**src/common/codec_regs_pkg.sv**
```systemverilog
/*
 * Constants for the codec indexed register block: direct port offsets,
 * indexed register numbers, field positions and reset values.
 * Assumes a byte-wide host port with one-cycle read and write strobes.
 */
package codec_regs_pkg;

    // Direct ports at the codec base address.
    localparam logic [1:0] port_index   = 2'h0;
    localparam logic [1:0] port_data    = 2'h1;
    localparam logic [1:0] port_status  = 2'h2;
    localparam logic [1:0] port_pio     = 2'h3;

    // Indexed registers.
    localparam logic [4:0] idx_ext_access  = 5'h17;
    localparam logic [4:0] idx_compat_id   = 5'h19;
    localparam logic [4:0] idx_mono_ctl    = 5'h1a;
    localparam logic [4:0] idx_rsvd_a      = 5'h1b;
    localparam logic [4:0] idx_cap_format  = 5'h1c;
    localparam logic [4:0] idx_rsvd_b      = 5'h1d;
    localparam logic [4:0] idx_cap_upper   = 5'h1e;
    localparam logic [4:0] idx_cap_lower   = 5'h1f;

    // Index port fields.
    localparam int index_lo_bit      = 0;
    localparam int global_change_bit = 6;

    // Extended access control fields.
    localparam int ext_freeze_bit   = 0;
    localparam int ext_high_bit     = 2;
    localparam int ext_select_bit   = 3;
    localparam int ext_low_lo_bit   = 4;

    // Mono control fields.
    localparam int mono_atten_lo_bit  = 0;
    localparam int mono_in_mute_bit   = 5;
    localparam int mono_bypass_bit    = 6;
    localparam int mono_out_mute_bit  = 7;

    // Capture format fields.
    localparam int cap_stereo_bit    = 4;
    localparam int cap_fmt_lo_bit    = 5;

    // Extended registers that this block keeps itself.
    localparam logic [4:0] ext_input_mix   = 5'h04;
    localparam logic [4:0] ext_right_mix   = 5'h05;
    localparam logic [4:0] ext_id          = 5'h19;
    localparam logic [4:0] ext_rsvd_first  = 5'h12;
    localparam logic [4:0] ext_rsvd_last   = 5'h18;
    localparam int right_mute_bit          = 7;

    // Reset values.
    localparam logic [7:0] mono_ctl_reset   = 8'ha0;
    localparam logic [7:0] cap_format_reset = 8'h00;
    localparam logic [7:0] cap_count_reset  = 8'h00;
    localparam logic [7:0] ext_reset        = 8'h00;
    localparam logic [7:0] x4_reset         = 8'h84;

    // Operating modes.
    localparam logic [1:0] mode_two   = 2'h1;
    localparam logic [1:0] mode_three = 2'h2;

    // Identification values; these values are arbitrary.
    localparam logic [4:0] chip_id_value = 5'h15;
    localparam logic [2:0] version_value = 3'h5;
    localparam logic [7:0] ext_id_value  = 8'h5a;

    // Fixed mono bypass attenuation in dB.
    localparam logic [3:0] bypass_atten_db = 4'h9;
    localparam logic [3:0] atten_step_db   = 4'h3;

endpackage : codec_regs_pkg

```
**src/rtl/codec_indexed_regs.sv**
```systemverilog
/*
 * Indexed register bank of the codec host interface, including the
 * extended register indirection through the extended access register.
 * Assumes host strobes already synchronous to clk, one cycle each, and
 * that mode, capture change enable and other direct ports live elsewhere.
 */
// How it works
// - Identification low five bits hold chip code.
// - Top three identification bits hold fixed version.
// - Bypass routes mono in to out, 9 dB.
// - Output mute: left only mode 3, both mode 2.
// - Input mute: left only mode 3, both mode 2.
// - Four-bit input attenuation, 3 dB per step.
// - Stereo select alternates left and right samples.
// - Capture format independent, shared sample frequency.
// - Capture format changes only with change enable.
// - Capture base bytes read back as written.
// - Decode two direct ports, index and data.
// - Extended registers reachable in mode 3 only.
// - Data-select write turns access into data port.
// - Index port write clears data-select.
// - Extended access bit layout fixed.
// - Freeze holds capture ADPCM state.
// - High index bit reaches registers 16, 17, 25.
`timescale 1ns/1ps
module codec_indexed_regs #(
    parameter int num_ext = 18                  // Storable extended regs
) (
    input  wire logic        clk,               // System clock
    input  wire logic        resetn,            // Synchronous reset, low
    input  wire logic [1:0]  host_addr,         // Direct port select
    input  wire logic        host_wr,           // Write strobe
    input  wire logic        host_rd,           // Read strobe
    input  wire logic [7:0]  host_wdata,        // Write data
    input  wire logic [1:0]  codec_mode,        // Current mode
    input  wire logic        capture_change_en, // Capture change enable
    output logic      [7:0]  host_rdata_q,      // Read data
    output logic      [3:0]  ext_index_q,       // Selected extended index
    output logic             mono_bypass_q,     // Mono in routed to out
    output logic      [3:0]  mono_path_atten_q, // Mono attenuation, steps
    output logic             mono_in_mute_l_q,  // Mono in to left mute
    output logic             mono_in_mute_r_q,  // Mono in to right mute
    output logic             mono_out_mute_l_q, // Left line to mono mute
    output logic             mono_out_mute_r_q, // Right line to mono mute
    output logic             capture_stereo_q,  // Alternate L and R
    output logic      [2:0]  capture_format_q,  // Capture format code
    output logic      [15:0] capture_base_q,    // Capture base count
    output logic             adpcm_freeze_q     // Hold ADPCM state
);

    initial begin
        if (num_ext < 18 || num_ext > 32) begin
            $error("num_ext must be 18 to 32");
        end
    end

    logic [7:0] index_q;
    logic [7:0] ext_ctl_q;
    logic [7:0] mono_ctl_q;
    logic [7:0] cap_fmt_q;
    logic [7:0] cap_upper_q;
    logic [7:0] cap_lower_q;
    logic [7:0] ext_mem_q [num_ext];

    logic       mode3;
    logic       wr_index;
    logic       wr_data;
    logic [4:0] cur_index;
    logic [4:0] ext_addr;
    logic       ext_data_mode;
    logic       fmt_change_ok;

    function automatic logic ext_reserved(input logic [4:0] a);
        ext_reserved = (a >= codec_regs_pkg::ext_rsvd_first) &&
                       (a <= codec_regs_pkg::ext_rsvd_last);
    endfunction : ext_reserved

    function automatic logic ext_stored(input logic [4:0] a);
        ext_stored = (32'(a) < num_ext) && !ext_reserved(a);
    endfunction : ext_stored

    assign mode3     = (codec_mode == codec_regs_pkg::mode_three);
    assign wr_index  = host_wr && (host_addr == codec_regs_pkg::port_index);
    assign wr_data   = host_wr && (host_addr == codec_regs_pkg::port_data);
    assign cur_index = index_q[4:0];
    // The high index bit is honoured only in mode 3.
    assign ext_addr  = {ext_ctl_q[codec_regs_pkg::ext_high_bit] & mode3,
                        ext_ctl_q[7:4]};
    // Extended data access exists only in mode 3.
    assign ext_data_mode = mode3 &&
        (cur_index == codec_regs_pkg::idx_ext_access) &&
        ext_ctl_q[codec_regs_pkg::ext_select_bit];
    assign fmt_change_ok = index_q[codec_regs_pkg::global_change_bit] ||
                           capture_change_en;

    // Index port.
    always_ff @(posedge clk) begin
        if (!resetn) begin
            index_q <= 8'h00;
        end else if (wr_index) begin
            index_q <= host_wdata;
        end
    end

    // Extended access control register.
    always_ff @(posedge clk) begin
        if (!resetn) begin
            ext_ctl_q <= 8'h00;
        end else if (wr_index) begin
            // Any index write returns to address mode.
            ext_ctl_q[codec_regs_pkg::ext_select_bit] <= 1'b0;
        end else if (wr_data && !ext_data_mode &&
                     cur_index == codec_regs_pkg::idx_ext_access) begin
            // Reserved bit 1 is not stored and reads as zero.
            ext_ctl_q <= host_wdata & 8'hfd;
        end
    end

    // Extended register storage; reserved and identity slots ignore.
    always_ff @(posedge clk) begin
        if (!resetn) begin
            for (int i = 0; i < num_ext; i++) begin
                ext_mem_q[i] <= (5'(i) == codec_regs_pkg::ext_input_mix) ?
                    codec_regs_pkg::x4_reset : codec_regs_pkg::ext_reset;
            end
        end else if (wr_data && ext_data_mode && ext_stored(ext_addr)) begin
            ext_mem_q[ext_addr] <= host_wdata;
        end
    end

    // Mono control; bit 4 is reserved and kept zero.
    always_ff @(posedge clk) begin
        if (!resetn) begin
            mono_ctl_q <= codec_regs_pkg::mono_ctl_reset;
        end else if (wr_data && cur_index == codec_regs_pkg::idx_mono_ctl) begin
            mono_ctl_q <= host_wdata & 8'hef;
        end
    end

    // Capture format locked unless a change enable is set.
    always_ff @(posedge clk) begin
        if (!resetn) begin
            cap_fmt_q <= codec_regs_pkg::cap_format_reset;
        end else if (wr_data && fmt_change_ok &&
                     cur_index == codec_regs_pkg::idx_cap_format) begin
            cap_fmt_q <= host_wdata & 8'hf0;
        end
    end

    // Capture base count bytes.
    always_ff @(posedge clk) begin
        if (!resetn) begin
            cap_upper_q <= codec_regs_pkg::cap_count_reset;
            cap_lower_q <= codec_regs_pkg::cap_count_reset;
        end else if (wr_data) begin
            if (cur_index == codec_regs_pkg::idx_cap_upper) begin
                cap_upper_q <= host_wdata;
            end
            if (cur_index == codec_regs_pkg::idx_cap_lower) begin
                cap_lower_q <= host_wdata;
            end
        end
    end

    // Read path; the identity value never changes.
    always_ff @(posedge clk) begin
        if (!resetn) begin
            host_rdata_q <= 8'h00;
        end else if (host_rd) begin
            case (host_addr)
                codec_regs_pkg::port_index: begin
                    host_rdata_q <= index_q;
                end
                codec_regs_pkg::port_data: begin
                    if (ext_data_mode) begin
                        if (ext_addr == codec_regs_pkg::ext_id) begin
                            host_rdata_q <= codec_regs_pkg::ext_id_value;
                        end else if (ext_stored(ext_addr)) begin
                            host_rdata_q <= ext_mem_q[ext_addr];
                        end else begin
                            host_rdata_q <= 8'h00;
                        end
                    end else begin
                        case (cur_index)
                            codec_regs_pkg::idx_ext_access: begin
                                host_rdata_q <= ext_ctl_q;
                            end
                            codec_regs_pkg::idx_compat_id: begin
                                host_rdata_q <= {
                                    codec_regs_pkg::version_value,
                                    codec_regs_pkg::chip_id_value};
                            end
                            codec_regs_pkg::idx_mono_ctl: begin
                                host_rdata_q <= mono_ctl_q;
                            end
                            codec_regs_pkg::idx_cap_format: begin
                                host_rdata_q <= cap_fmt_q;
                            end
                            codec_regs_pkg::idx_cap_upper: begin
                                host_rdata_q <= cap_upper_q;
                            end
                            codec_regs_pkg::idx_cap_lower: begin
                                host_rdata_q <= cap_lower_q;
                            end
                            default: begin
                                host_rdata_q <= 8'h00;
                            end
                        endcase
                    end
                end
                default: begin
                    // Status and PIO ports belong to other blocks.
                    host_rdata_q <= 8'h00;
                end
            endcase
        end
    end

    // Mixer controls decoded from the registers, registered for timing.
    always_ff @(posedge clk) begin
        if (!resetn) begin
            mono_bypass_q     <= 1'b0;
            mono_path_atten_q <= 4'h0;
            mono_in_mute_l_q  <= 1'b0;
            mono_in_mute_r_q  <= 1'b0;
            mono_out_mute_l_q <= 1'b0;
            mono_out_mute_r_q <= 1'b0;
        end else begin
            mono_bypass_q <= mono_ctl_q[codec_regs_pkg::mono_bypass_bit];
            // Bypass forces the fixed 9 dB path, in 3 dB steps.
            if (mono_ctl_q[codec_regs_pkg::mono_bypass_bit]) begin
                mono_path_atten_q <= codec_regs_pkg::bypass_atten_db /
                                     codec_regs_pkg::atten_step_db;
            end else begin
                mono_path_atten_q <= mono_ctl_q[3:0];
            end
            mono_in_mute_l_q <= mono_ctl_q[codec_regs_pkg::mono_in_mute_bit];
            mono_out_mute_l_q <= mono_ctl_q[codec_regs_pkg::mono_out_mute_bit];
            if (mode3) begin
                // Right side comes from the extended mixer registers.
                mono_in_mute_r_q <= ext_mem_q[codec_regs_pkg::ext_input_mix]
                    [codec_regs_pkg::right_mute_bit];
                mono_out_mute_r_q <= ext_mem_q[codec_regs_pkg::ext_right_mix]
                    [codec_regs_pkg::right_mute_bit];
            end else begin
                mono_in_mute_r_q <=
                    mono_ctl_q[codec_regs_pkg::mono_in_mute_bit];
                mono_out_mute_r_q <=
                    mono_ctl_q[codec_regs_pkg::mono_out_mute_bit];
            end
        end
    end

    // Capture controls; the rate is set elsewhere for both paths.
    always_ff @(posedge clk) begin
        if (!resetn) begin
            capture_stereo_q <= 1'b0;
            capture_format_q <= 3'h0;
            capture_base_q   <= 16'h0000;
            adpcm_freeze_q   <= 1'b0;
            ext_index_q      <= 4'h0;
        end else begin
            capture_stereo_q <= cap_fmt_q[codec_regs_pkg::cap_stereo_bit];
            capture_format_q <= cap_fmt_q[7:5];
            capture_base_q   <= {cap_upper_q, cap_lower_q};
            adpcm_freeze_q   <= ext_ctl_q[codec_regs_pkg::ext_freeze_bit];
            ext_index_q      <= ext_ctl_q[7:4];
        end
    end

endmodule : codec_indexed_regs

```
**config.mk**
```make
export PLATFORM = sky130hd
export DESIGN_NAME = codec_indexed_regs
export DESIGN_NICKNAME = d
export VERILOG_FILES = /design/src/common/codec_regs_pkg.sv /design/src/rtl/codec_indexed_regs.sv
export SDC_FILE = /design/constraint.sdc
export NUM_CORES = 1
export LEC_CHECK = 0
export BUFFER_PORTS_ARGS = -buffer_cell sky130_fd_sc_hd__buf_2
export CAP_MARGIN = 20
export CORE_MARGIN = 2
export CORE_UTILIZATION = 50
export DETAILED_ROUTE_END_ITERATION = 10
export GPL_TIMING_DRIVEN = 0
export HOLD_SLACK_MARGIN = 0.06
export PLACE_DENSITY_LB_ADDON = 0.1
export SETUP_SLACK_MARGIN = 0.4
export SLEW_MARGIN = 20
export SYNTH_ARGS = -nofsm -noshare
export SYNTH_HDL_FRONTEND = slang
export SYNTH_SLANG_ARGS = --single-unit
```
**constraint.sdc**
```tcl
create_clock -name clk -period 3.11 [get_ports clk]
set_clock_uncertainty 0.05 [all_clocks]
set_input_delay 0.311 -clock clk [delete_from_list [all_inputs] [get_ports clk]]
set_output_delay 0.311 -clock clk [all_outputs]
set_load 0.1 [all_outputs]
```
Yosys cells after proc, flatten, opt, wreduce, memory -nomap -nowiden
Memories as Yosys holds them, arrays and structs flattened.
Index checks and enable logic that the tools add are counted.
{"block": "word_totals", "regBits": 84, "ramBits": 144, "inputBits": 17, "out_inout_bits": 42, "elab_cells": 74, "memories": 1}
{"block": "classes", "order_cmp": 3, "eq_ne": 9, "muxes": 15, "bitwise": 3, "n_reduce_logical": 23}
{"name": "ext_mem_q", "depth": 18, "width": 8, "read_ports": 3, "rd_clocked_by_memory_dff": 0, "write_ports": 18, "line_no": "codec_indexed_regs.sv:63", "text": "logic [7:0] ext_mem_q [num_ext];"}
{"op": "8-bit one-hot mux with 6 select lines", "count": 1}
{"op": "5-bit == test (second input constant)", "count": 7}
{"op": "8-bit two-way mux", "count": 4}
{"op": "8-bit one-hot mux with 2 select lines", "count": 1}
{"op": "1-bit logical AND", "count": 13}
{"op": "8-bit OR reduction", "count": 1}
{"op": "1-bit two-way mux", "count": 7}
{"op": "2-bit AND reduction", "count": 3}
{"op": "5-bit >= comparator (second input constant)", "count": 1}
{"op": "5-bit <= comparator (second input constant)", "count": 1}
{"op": "5-bit less-than comparator (second input constant)", "count": 1}
{"op": "5-bit two-way mux", "count": 1}
{"op": "2-bit OR reduction", "count": 2}
{"op": "2-bit by 1-bit == test with 1-bit output (second input constant)", "count": 1}
{"op": "2-bit == test (second input constant)", "count": 1}
{"op": "1-bit zero test", "count": 2}
{"op": "2-bit zero test", "count": 1}
{"op": "2-bit two-way mux", "count": 1}
{"op": "1-bit NOT", "count": 2}
{"op": "1-bit AND", "count": 1}
{"op": "1-bit logical OR", "count": 1}

Logic depth before layout (Yosys ltp)
{"block": "logic_depth", "depth_word": 12, "depth_mapped": 8, "depth_no_buf": 5}

Least setup slack after synthesis
Ideal clock, no wire load.
{"block": "synth_path", "kind": "reg-to-reg", "startpoint": "register ext_ctl_q[4]", "endpoint": "memory ext_mem_q[1][0] (enable)", "setup_ps": 329, "arrival_time_ps": 1661, "required_time_ps": 2731, "path_slack_ps": 1070, "stages_incl_launch_ff": 7, "path_buffers": 2, "period_less_slack_ps": 2040, "path_cell_list": "dfxtp_1 > buf_6 > buf_4 > inv_1 > o41ai_2 > nand2_1 > nand2_1"}
{"element": "start: declaration", "line_no": "codec_indexed_regs.sv:58", "text": "logic [7:0] ext_ctl_q;"}
{"element": "start signal: assignment", "line_no": "codec_indexed_regs.sv:115", "text": "ext_ctl_q <= host_wdata & 8'hfd;"}
{"element": "end: declaration", "line_no": "codec_indexed_regs.sv:63"}

Worst setup path after layout
{"block": "layout_path", "startpoint": "register ext_ctl_q[5]", "endpoint": "register host_rdata_q[0]"}
{"block": "layout_between", "elab_chain_cells": 8, "elab_cells_between_ends": 12, "cone_classes": "order compare (3); eq/ne (1); mux (4); reduce/logical (3); memory (1)"}
{"element": "5-bit >= comparator or 5-bit <= comparator (tied branches)", "line_no": "codec_indexed_regs.sv:74, codec_indexed_regs.sv:75"}
{"element": "1-bit logical AND", "line_no": "codec_indexed_regs.sv:74", "text": "ext_reserved = (a >= codec_regs_pkg::ext_rsvd_first) &&"}
{"element": "1-bit zero test", "line_no": "codec_indexed_regs.sv:79", "text": "ext_stored = (32'(a) < num_ext) && !ext_reserved(a);"}
{"element": "1-bit logical AND", "line_no": "codec_indexed_regs.sv:79"}
{"element": "8-bit two-way mux", "line_no": "codec_indexed_regs.sv:178", "text": "end else if (ext_stored(ext_addr)) begin"}
{"element": "8-bit two-way mux (*)", "line_no": "codec_indexed_regs.sv:176", "text": "if (ext_addr == codec_regs_pkg::ext_id) begin"}
{"element": "8-bit two-way mux (*)", "line_no": "codec_indexed_regs.sv:175", "text": "if (ext_data_mode) begin"}
{"element": "8-bit one-hot mux with 2 select lines (*)", "line_no": "codec_indexed_regs.sv:170", "text": "case (host_addr)"}
{"element": "end signal: assignment", "line_no": "codec_indexed_regs.sv:172", "text": "host_rdata_q <= index_q;"}
{"element": "end signal: assignment", "line_no": "codec_indexed_regs.sv:177", "text": "host_rdata_q <= codec_regs_pkg::ext_id_value;"}
{"element": "end signal: assignment", "line_no": "codec_indexed_regs.sv:179", "text": "host_rdata_q <= ext_mem_q[ext_addr];"}
{"element": "end: declaration", "line_no": "codec_indexed_regs.sv:37", "text": "output logic [7:0] host_rdata_q,"}
Mark *: on every way between the ends. The rest lies on a longest branch, timed or not.
A chain may end at the register's enable or synchronous reset.

==> summary.md <==
| Metric | Value |
|---|---|
| Status | completed |
| Layout cells sized above 1 | around a fifth |
| DP HPWL | 20510 microns |
| Post-layout util | between 50 and 60% |
| Avg WL per Cell | roughly 24 microns |
| Synth warnings | 0 |
| Starting Density | between 50% and 60% |
| Post-route ant nets | 0 |
| Syn_area_per_cell | 12.30 sq um |
| Total of max-cap violations | 0 |
| Vias in the first global route | around 7000 |
| DRT iter0 DRCs | between 600 and 700 |
| Depth of the CTS H-tree | 1 |
| Clock Tree Buf Depth | 3 |
| Critical Path End Type | flip-flop |
| Clock Sink Count | 240 |
| Inst Count DP | between 1000 and 1500 |
| All-Layer GR Usage | 27.51% |
| R2R cell count | 6 |
| Most frequent cells after synthesis | edfxtp_1 (156), nor2_1 (125), dfxtp_1 (84) |
| Cell Area, Synth | about 11000 sq um |
| Most common cell in the synthesized netlist | edfxtp_1 |
| Synth area leader | edfxtp_1 |
| CP Max Fanout | 10 |
| Pwr dens | around 550 nW/um^2 |
| Crit-path cells | buf_4, buf_2, mux2i_1, nor3_1, a2111oi_0, nor3_1 |
| DRC Markers | 0 |
| R2R Path End | host_rdata_q[0] |
| Hold Vio Cnt, Final | 0 |
| Met2 Usage GRT | between 40% and 50% |
| CTS root buf | clkbuf_16 |
| TNS Setup | 0 ns |
| Final period utilization | between 80% and 90% |
| Top_reg_cell synth | edfxtp_1 |
| Initial antenna violation count | 1 |
| DR vias | a little over 7000 |
| # diodes | 0 |
| Finish-stage setup viols | 0 |
| Die area | roughly 22000 sq um |
| Post-synthesis cell count | around 860 |
| Top cell type's share of synthesized area | between 40% and 50% |
| GR Layer Usage met1 | a little under two fifths |
| Post-synth EDFFs | 156 |
| Leak pwr | between 4 and 5 nW |
| Worst R2R Start | ext_ctl_q[5] |
| Cts bufs inserted | 25 |
| Final non-filler cell total | about 1200 |
| GRT overflow | 0 |
| TritonRoute pass-1 iters | 6 |
| Worst setup margin | around 0.39 ns |
| Worst skew pair latency | around 0.53 ns |
| R2R Setup Slk | around 0.4 ns |
| CP Launch Type | flip-flop |
| Number of synthesized register bits | 240 |
| Worst hold start | host_wdata[1] |
| FP Rows | 53 |
| Sequential share of the synthesized area | around three fifths |
| DRT Wirelength | 29980 microns |
| Pin count of the biggest net entering global routing | 15 |
| Crit path kind | reg2reg |
| Buffers added on ports | 53 |
| Achievable frequency | around 370 MHz |
| M3 GR Usage | 3.700% |
| TritonCTS clock tree | built |
| Min-Delay Endpoint | index_q[1] |
| Vias/cell | 5.787 |
| Slowest stage delay, CP | approximately 0.80 ns |
| Syn-to-layout area delta | 13.96% |
| Dpl ws | roughly 0.24 ns |
| Hold path depth | 3 |
| Slew HR | between 30% and 40% |
| Slew @ Worst Pin | around 0.95 ns |
| Worst hold path type | in2reg |
| Overall die height | 149.2 microns |
| Core Area | about 21000 sq um |
| Ports | just under 60 |
| CP max-delay cell | a2111oi_0 |
| Pins over their slew limit | 0 |
| VDD IR max | approximately 0.36 mV |
| Most used routing layer | met2 |
| GP Congestion | about 0.96 |
| Final hold slack | between 0.15 and 0.2 ns |
| Crit-path most repeated cell | nor3_1 |
| Unrepaired setup endpoints after global routing | true |
| Die span in x | around 150 microns |
| Tmin final | 2.718 ns |
| Final net count | around 970 |
| Critical Path RT | roughly 3.4 ns |
| Post-synthesis async set-or-reset flop share | 0% |
| Cell variety after synth | 64 |
| Worst-path clk slew | 0.06 ns |
| First-pass GRT wire length | roughly 44000 microns |
| CP startpoint | ext_ctl_q[5] |
| Worst EP arrival | just over 3 ns |
| Area contributors post-synth | edfxtp_1 (44%), dfxtp_1 (16%), mux4_2 (6.6%), mux2i_1 (4.7%), nor2_1 (4.5%) |
## worst max path at each step
stage                             to  slack (ns)  cells after the start
finish               host_rdata_q[0]        0.39                      6
global route         ext_mem_q[2][6]        0.34                      6
CTS                 ext_mem_q[11][1]        0.41                      6
detailed placement  ext_mem_q[11][1]        0.24                      8
global placement    ext_mem_q[10][1]        0.24                      8
floorplan            ext_mem_q[1][0]        1.07                      6
## cells in the final DEF (no fill, tap or decap), types with 10 or more instances in the layout
master     Yosys  routed
inv_1         13      13
buf_2         21      73
dfxtp_1       84      84
o21ai_0       13      13
mux2i_1       50      50
conb_1         1      12
edfxtp_1     156     156
and2_1        44      44
mux4_2        31      31
mux2_2        11      11
nand2_1       76      64
and3_1        17      17
a21boi_0      10      10
clkbuf_1      32      38
nand2_2        6      18
nand3_1       28      28
nor2b_1       36      36
nor2_1       125     125
clkbuf_16      0      26
## registers in the layout, summed over array words and instances, names as in the netlist
register	flops
host_rdata_q	8
mono_out_mute_l_q	1
capture_stereo_q	1
adpcm_freeze_q	1
ext_ctl_q	7
mono_ctl_q	7
mono_bypass_q	1
capture_format_q	3
mono_in_mute_r_q	1
cap_fmt_q	4
cap_upper_q	8
cap_lower_q	8
ext_mem_q	156
mono_path_atten_q	4
index_q	8
mono_out_mute_r_q	1
mono_in_mute_l_q	1
capture_base_q	16
ext_index_q	4
## critical path, delay by kind of cell, from the launching register on
| family | cells | cell delay [ns] |
|---|---|---|
| AO/OA/AOI/OAI | 1 | 0.80 |
| buffers and inverters | 2 | 0.68 |
| flip-flops | 1 | 0.47 |
| multiplexers | 1 | 0.36 |
| AND/OR/NAND/NOR | 2 | 0.20 |
## layer usage
metal	vias up	wire [microns]	part of all wire (%)
li1	3262	-	-
met1	3510	12040	40
met2	367	14330	48
met3	60	2553	8.5
met4	0	1057	3.5
met5	-	0	0
## per-stage QoR
step	power [mW]	area, sq um
2_1_floorplan	3.769	10580
3_3_place_gp	3.884	11190
3_5_place_dp	3.889	11190
5_1_grt	6.823	12010
6_report	6.650	12010
4_1_cts	6.667	11980
## area by class of cell
type / instances / area [sq um]
inverter: 13 / 48.80
timing repair buffer: 55 / 280.3
buffer: 63 / 310.3
sequential: 240 / 6366
fill: 1796 / 8813
clock buffer: 38 / 719.4
multi-input combinational: 552 / 3896
tap: 275 / 344.1
clock inverter: 8 / 43.79
## report_power, final
part	switching, mW	total [mW]	internal, mW
Sequential	0.0351	3.53	3.49
Clock	1.23	2.82	1.60
Combinational	0.219	0.300	0.0809
Total	1.48	6.65	5.17
## logic make-up (layout without fill, tap and decap cells)
logic type	Yosys count	after routing	share of synthesized area [%]
and+or+nand+nor	374	374	17.92
DFF	240	240	60.41
muxes	95	95	13.30
buffers and inverters	76	177	3.372
AOI/OAI and AO/OA	71	71	4.963
other	1	12	0.03559
## repair_timing
item                                    CTS  global route
pin swaps                                 1             1
gates resized for setup                   7             8
buffers inserted                          1             1
endpoints found under the setup margin   49            87
hold buffers                              0             0
Power figures use the tool's default switching activity.
